[src/hw/tcm_defs.vh]
// Purpose: constants for the timer compare-output block
// Assumes: 32-bit APB, one word per register
// Notes:   included by its bare name
// How it works
// - all state on mclk, tick is enable
// - channel A mode nonzero takes over pin, but PWM mode 01 only if hi
// - channel B mode nonzero takes over pin, except PWM mode 01
// - A non-PWM: off, toggle, clear, set
// - A PWM mode 01 toggles only if hi
// - A fast PWM: match action, opposite at bottom
// - A fast, compare at TOP: bottom only
// - A phase correct: up/down opposite actions
// - A phase correct, compare at TOP: at TOP
// - B non-PWM: off, toggle, clear, set
// - B fast PWM: 01 reserved, 10/11 as A
// - B fast, compare at TOP: bottom only
// - B phase correct: 01 reserved, up/down
// - B phase correct, compare at TOP: at TOP
// - control A bits 3:2 read zero
// - match flags set on compare match
// - A flag and counter clear together
// - mode select is hi bit plus two
// - fast PWM codes 3 and 7, TOP
`ifndef TCM_DEFS_VH
`define TCM_DEFS_VH

`define TCM_OFF_CTRL_A    8'h24
`define TCM_OFF_CTRL_B    8'h28
`define TCM_OFF_CMP_A     8'h2C
`define TCM_OFF_CMP_B     8'h30
`define TCM_OFF_COUNT     8'h34
`define TCM_OFF_FLAGS     8'h38
`define TCM_OFF_PORT      8'h3C

`define TCM_CTRL_A_RST    8'h00
`define TCM_CTRL_A_MASK   8'hF3
`define TCM_CTRL_B_RST    8'h00
`define TCM_PORT_RST      8'h00

`define TCM_COM_A_HI      7
`define TCM_COM_A_LO      6
`define TCM_COM_B_HI      5
`define TCM_COM_B_LO      4
`define TCM_WGM_LO_HI     1
`define TCM_WGM_LO_LO     0
`define TCM_WGM_HI_BIT    3
`define TCM_RUN_BIT       0
`define TCM_FLAG_A_BIT    1
`define TCM_FLAG_B_BIT    2
`define TCM_PDATA_A_BIT   0
`define TCM_PDATA_B_BIT   1
`define TCM_PDIR_A_BIT    4
`define TCM_PDIR_B_BIT    5

`define TCM_MAX           8'hFF
`define TCM_BOTTOM        8'h00
`define TCM_TICK_DIV      8

`endif

[src/hw/tcm_timer_compare.v]
// Purpose: 8-bit timer with two compare-output channels and APB registers
// Assumes: mclk 250 MHz, rst async active high, tick from internal divider
// Notes:   zero-wait APB, read data captured in setup phase
//
// The APB register port is this design's own decision.
`timescale 1ns/1ns
`default_nettype none
`include "tcm_defs.vh"

module tcm_timer_compare #(
  parameter TICK_DIV = `TCM_TICK_DIV
) (
  input  wire        mclk,
  input  wire        rst,
  input  wire        psel,
  input  wire        penable,
  input  wire        pwrite,
  input  wire [7:0]  paddr,
  input  wire [31:0] pwdata,
  input  wire [3:0]  pstrb,
  output reg  [31:0] prdata,
  output wire        pready,
  output reg         pslverr,
  output wire        pinAOut,
  output wire        pinAOe,
  output wire        pinBOut,
  output wire        pinBOe,
  output wire        waveOutA,
  output wire        waveOutB,
  output wire        matchFlagA,
  output wire        matchFlagB
);

  //////////////////////////////////////////////////////////////////////////////
  // registers

  reg  [7:0]  ctrlA_reg;
  reg  [7:0]  ctrlB_reg;
  reg  [7:0]  cmpA_reg;
  reg  [7:0]  cmpB_reg;
  reg  [7:0]  count_reg;
  reg  [7:0]  count_next;
  reg         countUp_reg;
  reg         countUp_next;
  reg  [1:0]  flags_reg;
  reg  [7:0]  port_reg;
  reg         waveA_reg;
  reg         waveA_next;
  reg         waveB_reg;
  reg         waveB_next;
  reg  [15:0] div_reg;
  reg         tick_reg;
  reg         blockMatch_reg;

  wire        setupPhase = psel & ~penable;
  wire        wrAccess   = psel & penable & pwrite;
  wire        wrLane0    = wrAccess & pstrb[0];
  wire [7:0]  wdat       = pwdata[7:0];

  //////////////////////////////////////////////////////////////////////////////
  // address decode, shared by the write and flag clear paths

  function reg_hit_f;
    input [7:0] addr;
    input [7:0] offset;
    begin
      reg_hit_f = (addr == offset);
    end
  endfunction

  wire        hitCount = reg_hit_f(paddr, `TCM_OFF_COUNT);
  wire        hitFlags = reg_hit_f(paddr, `TCM_OFF_FLAGS);
  // a one clears only its own flag, so zeros can be written freely
  wire        clrFlagA = wrLane0 & hitFlags & wdat[`TCM_FLAG_A_BIT];
  wire        clrFlagB = wrLane0 & hitFlags & wdat[`TCM_FLAG_B_BIT];
  wire [1:0]  flagClr  = {clrFlagB, clrFlagA};
  // one genvar serves both per-channel loops
  genvar      gi;

  //////////////////////////////////////////////////////////////////////////////
  // mode decode

  wire [1:0]  comA    = ctrlA_reg[`TCM_COM_A_HI:`TCM_COM_A_LO];
  wire [1:0]  comB    = ctrlA_reg[`TCM_COM_B_HI:`TCM_COM_B_LO];
  wire [2:0]  wgm     = {ctrlB_reg[`TCM_WGM_HI_BIT],
                         ctrlA_reg[`TCM_WGM_LO_HI:`TCM_WGM_LO_LO]};
  wire        fastPwm = (wgm[1:0] == 2'b11);
  wire        pcPwm   = (wgm[1:0] == 2'b01);
  wire        anyPwm  = fastPwm | pcPwm;
  // reserved codes 4 and 6 both behave as normal code 0, with TOP at MAX
  wire        topIsA  = (wgm == 3'd2) | (wgm == 3'd5) | (wgm == 3'd7);
  wire [7:0]  topVal  = topIsA ? cmpA_reg : `TCM_MAX;
  wire        atTop   = (count_reg == topVal);
  wire        atBot   = (count_reg == `TCM_BOTTOM);

  wire        rawMatchA = tick_reg & ~blockMatch_reg & (count_reg == cmpA_reg);
  wire        rawMatchB = tick_reg & ~blockMatch_reg & (count_reg == cmpB_reg);
  // in fast PWM the wrap from TOP is the bottom event
  wire        bottomEvt = tick_reg & fastPwm & atTop;
  wire        topEvt    = tick_reg & pcPwm & atTop;

  //////////////////////////////////////////////////////////////////////////////
  // match flags: write one clears, a match in the same cycle wins

  // flags are kept as a pair so both channels share one update
  wire [1:0]  rawMatch = {rawMatchB, rawMatchA};
  wire [1:0]  flags_next;

  generate
    for (gi = 0; gi < 2; gi = gi + 1) begin : g_flag
      assign flags_next[gi] = rawMatch[gi] | (flags_reg[gi] & ~flagClr[gi]);
    end
  endgenerate

  //////////////////////////////////////////////////////////////////////////////
  // output function, shared by both channels

  function wave_next_f;
    input       cur;
    input [1:0] com;
    input       isA;
    input       match;
    input       cmpTop;
    input       fast;
    input       pc;
    input       up;
    input       wgmHi;
    input       botE;
    input       topE;
    reg         r;
    begin
      r = cur;
      if (!fast && !pc) begin
        if (match) begin
          case (com)
            2'b01:   r = ~cur;
            2'b10:   r = 1'b0;
            2'b11:   r = 1'b1;
            default: r = cur;
          endcase
        end
      end else if (com == 2'b01) begin
        // channel B has no toggle here: the reserved code is inert
        if (isA && wgmHi && match)
          r = ~cur;
      end else if (com[1]) begin
        if (fast) begin
          if (match && !cmpTop)
            r = com[0];
          if (botE)
            r = ~com[0];
        end else begin
          if (match && !cmpTop)
            r = up ? com[0] : ~com[0];
          if (topE && cmpTop)
            r = ~com[0];
        end
      end
      wave_next_f = r;
    end
  endfunction

  always @* begin
    waveA_next = wave_next_f(waveA_reg, comA, 1'b1, rawMatchA, cmpA_reg == topVal,
                             fastPwm, pcPwm, countUp_reg, wgm[2], bottomEvt, topEvt);
    waveB_next = wave_next_f(waveB_reg, comB, 1'b0, rawMatchB, cmpB_reg == topVal,
                             fastPwm, pcPwm, countUp_reg, wgm[2], bottomEvt, topEvt);
  end

  //////////////////////////////////////////////////////////////////////////////
  // counter sequence

  always @* begin
    count_next   = count_reg;
    countUp_next = countUp_reg;
    if (tick_reg) begin
      if (pcPwm) begin
        if (countUp_reg) begin
          if (atTop) begin
            countUp_next = 1'b0;
            count_next   = count_reg - 8'h01;
          end else begin
            count_next   = count_reg + 8'h01;
          end
        end else begin
          if (atBot) begin
            countUp_next = 1'b1;
            count_next   = count_reg + 8'h01;
          end else begin
            count_next   = count_reg - 8'h01;
          end
        end
      end else begin
        countUp_next = 1'b1;
        // clear on TOP in the same tick that raises flag A
        if (topIsA && atTop)
          count_next = `TCM_BOTTOM;
        else
          count_next = count_reg + 8'h01;
      end
    end
  end

  //////////////////////////////////////////////////////////////////////////////
  // tick divider: the only slower rate, an enable pulse
  // the divider is 16 bits wide; larger ratios belong in a prescaler

  localparam [15:0] DIV_LAST = TICK_DIV[15:0] - 16'h0001;

  // restarts while the run bit is low, so the first tick is a full period away
  always @(posedge mclk or posedge rst) begin
    if (rst) begin
      div_reg  <= 16'h0000;
      tick_reg <= 1'b0;
    end else if (!ctrlB_reg[`TCM_RUN_BIT]) begin
      div_reg  <= 16'h0000;
      tick_reg <= 1'b0;
    end else if (div_reg >= DIV_LAST) begin
      div_reg  <= 16'h0000;
      tick_reg <= 1'b1;
    end else begin
      div_reg  <= div_reg + 16'h0001;
      tick_reg <= 1'b0;
    end
  end

  //////////////////////////////////////////////////////////////////////////////
  // register writes and timer state

  always @(posedge mclk or posedge rst) begin
    if (rst) begin
      ctrlA_reg      <= `TCM_CTRL_A_RST;
      ctrlB_reg      <= `TCM_CTRL_B_RST;
      cmpA_reg       <= `TCM_BOTTOM;
      cmpB_reg       <= `TCM_BOTTOM;
      count_reg      <= `TCM_BOTTOM;
      countUp_reg    <= 1'b1;
      flags_reg      <= 2'b00;
      port_reg       <= `TCM_PORT_RST;
      waveA_reg      <= 1'b0;
      waveB_reg      <= 1'b0;
      blockMatch_reg <= 1'b0;
    end else begin
      waveA_reg   <= waveA_next;
      waveB_reg   <= waveB_next;
      countUp_reg <= countUp_next;
      if (tick_reg)
        blockMatch_reg <= 1'b0;
      // a software write to the counter wins over counting and
      // hides the match on the next tick
      if (wrLane0 && hitCount) begin
        count_reg      <= wdat;
        blockMatch_reg <= 1'b1;
      end else begin
        count_reg <= count_next;
      end
      if (wrLane0) begin
        case (paddr)
          `TCM_OFF_CTRL_A: ctrlA_reg <= wdat & `TCM_CTRL_A_MASK;
          `TCM_OFF_CTRL_B: ctrlB_reg <= wdat;
          `TCM_OFF_CMP_A:  cmpA_reg  <= wdat;
          `TCM_OFF_CMP_B:  cmpB_reg  <= wdat;
          `TCM_OFF_PORT:   port_reg  <= wdat;
          default:         ;
        endcase
      end
      flags_reg <= flags_next;
    end
  end

  //////////////////////////////////////////////////////////////////////////////
  // APB read path, captured in setup so the access phase needs no wait

  always @(posedge mclk or posedge rst) begin
    if (rst) begin
      prdata  <= 32'h00000000;
      pslverr <= 1'b0;
    end else if (setupPhase) begin
      pslverr <= 1'b0;
      case (paddr)
        `TCM_OFF_CTRL_A: prdata <= {24'h000000, ctrlA_reg};
        `TCM_OFF_CTRL_B: prdata <= {24'h000000, ctrlB_reg};
        `TCM_OFF_CMP_A:  prdata <= {24'h000000, cmpA_reg};
        `TCM_OFF_CMP_B:  prdata <= {24'h000000, cmpB_reg};
        `TCM_OFF_COUNT:  prdata <= {24'h000000, count_reg};
        `TCM_OFF_FLAGS:  prdata <= {29'h00000000, flags_reg, 1'b0};
        `TCM_OFF_PORT:   prdata <= {24'h000000, port_reg};
        default: begin
          prdata  <= 32'h00000000;
          pslverr <= 1'b1;
        end
      endcase
    end
  end

  assign pready = psel & penable;

  //////////////////////////////////////////////////////////////////////////////
  // pin muxing: the direction bit alone decides whether the pin drives

  // PWM mode 01 keeps the port for B always, and for A unless the top select bit is set
  function conn_f;
    input [1:0] com;
    input       isA;
    input       pwm;
    input       wgmHi;
    begin
      if (com == 2'b00)
        conn_f = 1'b0;
      else if (pwm && com == 2'b01)
        conn_f = isA & wgmHi;
      else
        conn_f = 1'b1;
    end
  endfunction

  wire [1:0]  chanConn;
  wire [1:0]  chanWave = {waveB_reg, waveA_reg};
  wire [1:0]  portData = {port_reg[`TCM_PDATA_B_BIT], port_reg[`TCM_PDATA_A_BIT]};
  wire [1:0]  portDir  = {port_reg[`TCM_PDIR_B_BIT], port_reg[`TCM_PDIR_A_BIT]};
  wire [1:0]  pinOut;

  assign chanConn[0] = conn_f(comA, 1'b1, anyPwm, wgm[2]);
  assign chanConn[1] = conn_f(comB, 1'b0, anyPwm, wgm[2]);

  // both channels share one mux shape
  generate
    for (gi = 0; gi < 2; gi = gi + 1) begin : g_pin
      assign pinOut[gi] = chanConn[gi] ? chanWave[gi] : portData[gi];
    end
  endgenerate

  assign pinAOut    = pinOut[0];
  assign pinBOut    = pinOut[1];
  assign pinAOe     = portDir[0];
  assign pinBOe     = portDir[1];
  assign waveOutA   = waveA_reg;
  assign waveOutB   = waveB_reg;
  assign matchFlagA = flags_reg[0];
  assign matchFlagB = flags_reg[1];

endmodule // tcm_timer_compare

`default_nettype wire

[config.mk]
export PLATFORM = sky130hd
export DESIGN_NAME = tcm_timer_compare
export DESIGN_NICKNAME = d
export VERILOG_FILES = /design/src/hw/tcm_timer_compare.v
export VERILOG_INCLUDE_DIRS = /design/src /design/src/hw
export SDC_FILE = /design/constraint.sdc
export NUM_CORES = 1
export LEC_CHECK = 0
export ABC_AREA = 1
export BUFFER_PORTS_ARGS = -buffer_cell sky130_fd_sc_hd__buf_2
export CAP_MARGIN = 25
export CORE_AREA = 10 10 111 113
export CTS_BUF_LIST = sky130_fd_sc_hd__clkbuf_8
export CTS_CLUSTER_DIAMETER = 150
export CTS_CLUSTER_SIZE = 12
export DETAILED_ROUTE_END_ITERATION = 8
export DIE_AREA = 0 0 121 123
export PLACE_DENSITY_LB_ADDON = 0.3
export SETUP_SLACK_MARGIN = 0.05
export SYNTH_ARGS = -nofsm -noshare
export SYNTH_HDL_FRONTEND = slang
export SYNTH_SLANG_ARGS = --single-unit
[constraint.sdc]
create_clock -name mclk -period 3.7 [get_ports mclk]
set_input_delay 0 -clock mclk [delete_from_list [all_inputs] [get_ports mclk]]
set_output_delay 0 -clock mclk [all_outputs]
set_load 0.005 [all_outputs]
### Word level (Yosys, flattened, before mapping)

Cells that the tools add are included.

| word-level totals | value |
|---|---|
| bits in registers | 102 |
| input port bits | 49 |
| output and inout bits | 42 |
| word-level logic and storage cells | 158 |

| cells by class | value |
|---|---|
| $add $sub $neg | 3 |
| order comparisons | 1 |
| eq/ne operators | 31 |
| muxes and demuxes | 49 |
| bitwise operators | 29 |
| reductions and logical operators | 30 |

Operators by type and width:

| cell | count |
|---|---|
| 2-to-1 mux 8 bit | 8 |
| == test 8 x 6 -> 1 bit, second input constant | 7 |
| one-hot mux 8 bit (7 select lines) | 1 |
| == test 8 bit | 5 |
| 2-to-1 mux 1 bit | 36 |
| 2-to-1 mux 16 bit | 2 |
| adder 16 x 1 -> 16 bit, second input constant | 1 |
| AND 1 bit | 16 |
| greater-or-equal comparator 16 x 3 -> 1 bit, second input constant | 1 |
| inequality test 4 x 1 -> 1 bit, second input constant | 3 |
| AND reduction 6 bit | 2 |
| == test 2 bit, second input constant | 5 |
| logical AND 1 bit | 10 |
| AND reduction 2 bit | 5 |
| adder 8 x 1 -> 8 bit, second input constant | 1 |
| logical NOT 8 bit | 1 |
| inverter 1 bit | 8 |
| subtractor 8 x 1 -> 8 bit, second input constant | 1 |
| OR reduction 7 bit | 1 |
| == test 2 x 1 -> 1 bit, second input constant | 3 |
| == test 3 bit, second input constant | 2 |
| inequality test 2 bit, second input constant | 3 |
| one-hot mux 1 bit (3 select lines) | 2 |
| inequality test 5 x 1 -> 1 bit, second input constant | 1 |
| 9 further kinds | 18 |

### Longest topological paths before layout

| logic depth | value |
|---|---|
| depth in word-level cells | 13 |
| mapped depth | 19 |

### Least setup slack after synthesis

OpenSTA, ideal clock, no wires.

| path | value |
|---|---|
| path type | register -> register |
| from | reg ctrlB_reg[3] |
| to | reg count_reg[3] |
| arrival time | 1.704 ns |
| path slack | 1.857 ns |
| stages on the path, launching flop included | 15 |
| clock period less this slack | 1.843 ns |
| cells stage by stage | dfrtp_1 > inv_2 > nand2_2 > buf_6 > buf_6 > nand4_1 > nand3_1 > nor2_1 > nand2_2 > nand2_4 > nand2_4 > nor2_8 > o21ai_0 > nand2_1 > o221ai_1 |

| on the way | value |
|---|---|
| cells in the longest elaborated chain, start to end | 10 |
| elaborated cells on any way between the ends | 14 |
| classes of those cells | eq/ne: 4; mux: 7; bitwise: 2; reduce/logical: 1 |

Ends and longest elaborated chain:

| item | RTL line | text |
|---|---|---|
| from (decl) | tcm_timer_compare.v:38 | `reg [7:0] ctrlB_reg;` |
| from (signal assigned) | tcm_timer_compare.v:233 | `` ctrlB_reg <= `TCM_CTRL_B_RST; `` |
| from (signal assigned) | tcm_timer_compare.v:260 | `` `TCM_OFF_CTRL_B: ctrlB_reg <= wdat; `` |
| == test 3 x 2 -> 1 bit / == test 3 bit (equally long branches) | tcm_timer_compare.v:91 | `wire topIsA = (wgm == 3'd2) \| (wgm == 3'd5) \| (wgm == 3'd7);` |
| OR 1 bit | tcm_timer_compare.v:91 |  |
| OR 1 bit * | tcm_timer_compare.v:91 |  |
| 2-to-1 mux 8 bit (no source line) | -- |  |
| == test 8 bit | tcm_timer_compare.v:93 | `wire atTop = (count_reg == topVal);` |
| 2-to-1 mux 8 bit / logical AND 1 bit (equally long branches) | tcm_timer_compare.v:179, tcm_timer_compare.v:196 |  |
| 2-to-1 mux 8 bit (on tied branches) | tcm_timer_compare.v:178, tcm_timer_compare.v:196 |  |
| 2-to-1 mux 8 bit * | tcm_timer_compare.v:177 | `if (pcPwm) begin` |
| 2-to-1 mux 8 bit * | tcm_timer_compare.v:176 | `if (tick_reg) begin` |
| 2-to-1 mux 8 bit * | tcm_timer_compare.v:251 | `if (wrLane0 && hitCount) begin` |
| to (signal assigned) | tcm_timer_compare.v:236 | `` count_reg <= `TCM_BOTTOM; `` |
| to (signal assigned) | tcm_timer_compare.v:252 | `count_reg <= wdat;` |
| to (signal assigned) | tcm_timer_compare.v:255 | `count_reg <= count_next;` |
| to (decl) | tcm_timer_compare.v:41 | `reg [7:0] count_reg;` |

Mark *: on every way between the ends. The rest lies on a longest branch, timed or not. The select of a mux whose other input is x is not followed.
A chain may end at the register's enable or synchronous reset.

### Final worst setup path

| path | value |
|---|---|
| from | reg ctrlA_reg[0] |
| to | reg count_reg[3] |

| on the way | value |
|---|---|
| cells in the longest elaborated chain, start to end | 10 |
| elaborated cells on any way between the ends | 15 |
| classes of those cells | eq/ne: 5; mux: 7; bitwise: 2; reduce/logical: 1 |

Ends and longest elaborated chain:

| item | RTL line | text |
|---|---|---|
| from (decl) | tcm_timer_compare.v:37 | `reg [7:0] ctrlA_reg;` |
| from (signal assigned) | tcm_timer_compare.v:232 | `` ctrlA_reg <= `TCM_CTRL_A_RST; `` |
| from (signal assigned) | tcm_timer_compare.v:259 | `` `TCM_OFF_CTRL_A: ctrlA_reg <= wdat & `TCM_CTRL_A_MASK; `` |
| == test 3 x 2 -> 1 bit / == test 3 bit (equally long branches) | tcm_timer_compare.v:91 |  |
| OR 1 bit (2 in a row) | tcm_timer_compare.v:91 |  |
| 2-to-1 mux 8 bit (no source line) | -- |  |
| == test 8 bit | tcm_timer_compare.v:93 |  |
| 2-to-1 mux 8 bit / logical AND 1 bit (equally long branches) | tcm_timer_compare.v:179, tcm_timer_compare.v:196 |  |
| 2-to-1 mux 8 bit (on tied branches) | tcm_timer_compare.v:178, tcm_timer_compare.v:196 |  |
| 2-to-1 mux 8 bit * | tcm_timer_compare.v:177 |  |
| 2-to-1 mux 8 bit * | tcm_timer_compare.v:176 |  |
| 2-to-1 mux 8 bit * | tcm_timer_compare.v:251 |  |

Marked as above.

==> flow_metrics.py <==
metrics = {
    "run_status": {
        "status": "completed",
    },
    "cts": {
        "clockBufferDepth": 2,
        "postCtsSetupBuffers": 0,
        "clock-root-buffer": "clkbuf_8",
        "htree_num_levels": 3,
        "clkLatencyLatePin_ps": 360,
        "cts.clk_slew.worst_paths_ps": 90,
        "cts.sinks": 78,
        "cts_buffers": 9,
        "cts_tree": "yes",
    },
    "global_routing": {
        "grt_pass1_vias": 4217,
        "antenna_found_initial": 0,
        "grt_usage_pct": 19.1,
        "grt_pass1_wl_mm": 22.4,
        "grt_max_degree": 52,
        "grt-ovfl-total": 0,
    },
    "timing": {
        "layout_setup_ws_ps": 1070,
        "maxSlewHeadroom_pct": 42.0,
        "rsz0062_at_grt": "no",
        "drv_slew": 0,
        "period_minus_slack_ps": 2630,
        "fmax_mhz": 380,
        "worst_pin_slew_ps": 869,
        "setup_violations": 0,
        "hold_viol": 0,
        "hold-worst-slack_ps": 24.4,
        "fin_setup_tns_ps": 0,
        "clock_skew_ps": 9.29,
        "min_period_over_period_pct": 71.1,
    },
    "place": {
        "hpwl_mm": 10.7,
        "place_ws_ps": 1130,
        "numPortBuffers": 39,
        "gp_congestion": 0.921,
        "post-place-cells": 820,
    },
    "power_and_ir_drop": {
        "leakage_nw": 2.58,
        "total_power_w": 0.00173,
        "powerDensity_nw_per_um2": 323,
        "peakVddDrop_mv": 0.286,
    },
    "synth": {
        "synthTopCellsByCount": "176 x nand2_1, 77 x dfrtp_1, 72 x inv_1",
        "yosysWarningCount": 0,
        "ys_seq_area_share_pct": 39.8,
        "ys_types": 49,
        "ys_ff_latch": 78,
        "ys.flop_type": "dfrtp_1",
        "synth.most_common_cell": "nand2_1",
        "synth_area_leaders": "dfrtp_1 39%, nand2_1 13%, o21ai_0 5.7%, inv_1 5.5%, nand3_1 4.6%",
        "synth_area_per_cell_sq_um": 7.57,
        "syn-cell-area_sq_um": 4910,
        "netlist.top_cell.by_area": "dfrtp_1",
        "async_flop_share_pct": 100,
        "synth_edf_count": 0,
        "synth_cells": 648,
        "synthDominantCellAreaShare_pct": 39.3,
    },
    "setup_path": {
        "worstSetupStartpointType": "flip-flop",
        "r2r_slack_ps": 1070,
        "worst_r2r_path_depth": 13,
        "r2r_start": "ctrlA_reg[0]",
        "r2r-end": "count_reg[3]",
        "cp_data_arrival_time_ps": 2860,
        "timing_worst_setup_path_type": "reg -> reg",
        "crit_fanout": 20,
        "cp-end-kind": "flip-flop",
        "required_ps": 3930,
    },
    "finish": {
        "fin_nets": 752,
        "syn_to_final_growth_pct": 9.16,
        "drive_above_1_share_pct": 12.8,
        "finalNonFillerCells": 840,
        "n_antenna_cell": 0,
        "largest_register_ffs": 16,
    },
    "min_path": {
        "hp-start": "psel",
        "worst_hold_path_type": "in -> reg",
        "holdPathEnd": "prdata[2]",
        "holdPathStages": 5,
    },
    "route": {
        "wirelength_mm": 14.3,
        "wl_per_cell_um": 17.0,
        "dr.first_iter.drc_count": 334,
        "post_drt_via_cell_ratio": 5.38,
        "via_count": 4517,
        "ant_nets": 0,
        "drcViolationCount": 0,
        "first_pass_iters": 7,
    },
    "floorplanning": {
        "start_util_pct": 48.4,
        "fp.dieH_um": 123,
        "dieArea_sq_um": 14900,
        "core_region_area_sq_um": 10100,
        "num_rows": 37,
        "ioPinCount": 91,
        "die_x_um": 121,
    },
    "run": {
        "cap_violations": 0,
    },
}
power breakdown:
group	internal (W)	leakage [nW]	total, W	switching [W]
sequential	0.000872	1.03	0.000896	0.0000235
clock	0.000257	0.0888	0.000627	0.000371
combinational	0.0000687	1.46	0.000208	0.000139
total	0.00120	2.58	0.00173	0.000534
cells by family (layout without fill, tap and decap cells):
logic type / Yosys count / in the layout / share of synthesized area (%)
AO/OA/AOI/OAI: 113 / 113 / 13.5
XOR/XNOR: 22 / 22 / 3.93
adder cells (fa/ha/maj): 4 / 4 / 1.02
buffers and inverters: 119 / 140 / 12.0
flip-flops: 78 / 78 / 39.8
multiplexers: 1 / 1 / 0.230
other: 1 / 36 / 0.0764
AND/OR/NAND/NOR: 310 / 310 / 29.4
through the flow:
stage | utilization (%) | cell area [sq um]
after global placement | 50.6 | 5130
after global routing | 52.8 | 5360
after CTS | 52.8 | 5360
after floorplan | - | 5040
final | 52.8 | 5360
after detailed placement | 50.6 | 5130
per-layer routing:
| metal | global-route usage, % | routed length (um) | vias up |
|---|---|---|---|
| li1 | - | - | 2178 |
| met1 | 24.5 | 6280 | 2176 |
| met2 | 31.1 | 6750 | 134 |
| met3 | 3.97 | 881 | 29 |
| met4 | 6.86 | 342 | 0 |
| met5 | 0 | 0 | - |
cells in the final DEF (no fill, tap or decap), types with 3 or more instances in the layout:
master,count
nand2_1,176
dfrtp_1,77
inv_1,71
o21ai_0,56
nand3_1,45
buf_2,39
nor2_1,36
conb_1,36
xor2_1,15
a21oi_1,14
nand4_1,13
o22ai_1,10
nor3_1,9
clkbuf_8,9
xnor2_1,7
nand2_2,6
o221ai_1,6
o21ai_1,6
nand2_4,5
nor4_1,5
clkinv_1,4
nand3_2,4
o211ai_1,4
a221oi_1,4
ha_1,4
dlygate4sd3_1,4
inv_2,3
o21bai_1,3
o2111ai_1,3
inv_6,3
worst max-delay path by stage:
stage	cells past startpoint	slack [ps]	endpoint	start
after floorplan	1	1710	blockMatch_reg	rst
after global placement	13	1180	count_reg[3]	ctrlA_reg[0]
after detailed placement	13	1130	count_reg[4]	ctrlA_reg[0]
after CTS	13	1120	count_reg[4]	ctrlA_reg[0]
after global routing	15	830	waveOutB	ctrlA_reg[0]
final	13	1070	count_reg[3]	ctrlA_reg[0]
cell type report:
class,instances,area [sq um]
fillers,998,4780
multi-input cells,486,2500
flip-flops and latches,78,1950
inverters,80,307
repair buffers,44,243
well taps,136,170
clock buffers,9,124
clock inverters,7,61.3
critical path, stage by stage, from the launching register on:
cell      delay [ps]
dfrtp_1          640
nand2_2          400
nand2_4          240
nand2_1           70
nand2_1           60
nand3_1          110
nor2_1           240
nand2_2          120
nand2_4          100
nand2_4           80
nor2_8           150
o21ai_0          100
nand2_1           70
o221ai_1         100
timing repair:
| item | 4_1_cts | 5_1_grt |
|---|---|---|
| hold buffers | 4 | 0 |
| setup endpoints to repair | 0 | 0 |
| hold endpoints to repair | 55 | 0 |
| gates resized for setup | 0 | 0 |
Power figures use the tool's default switching activity.
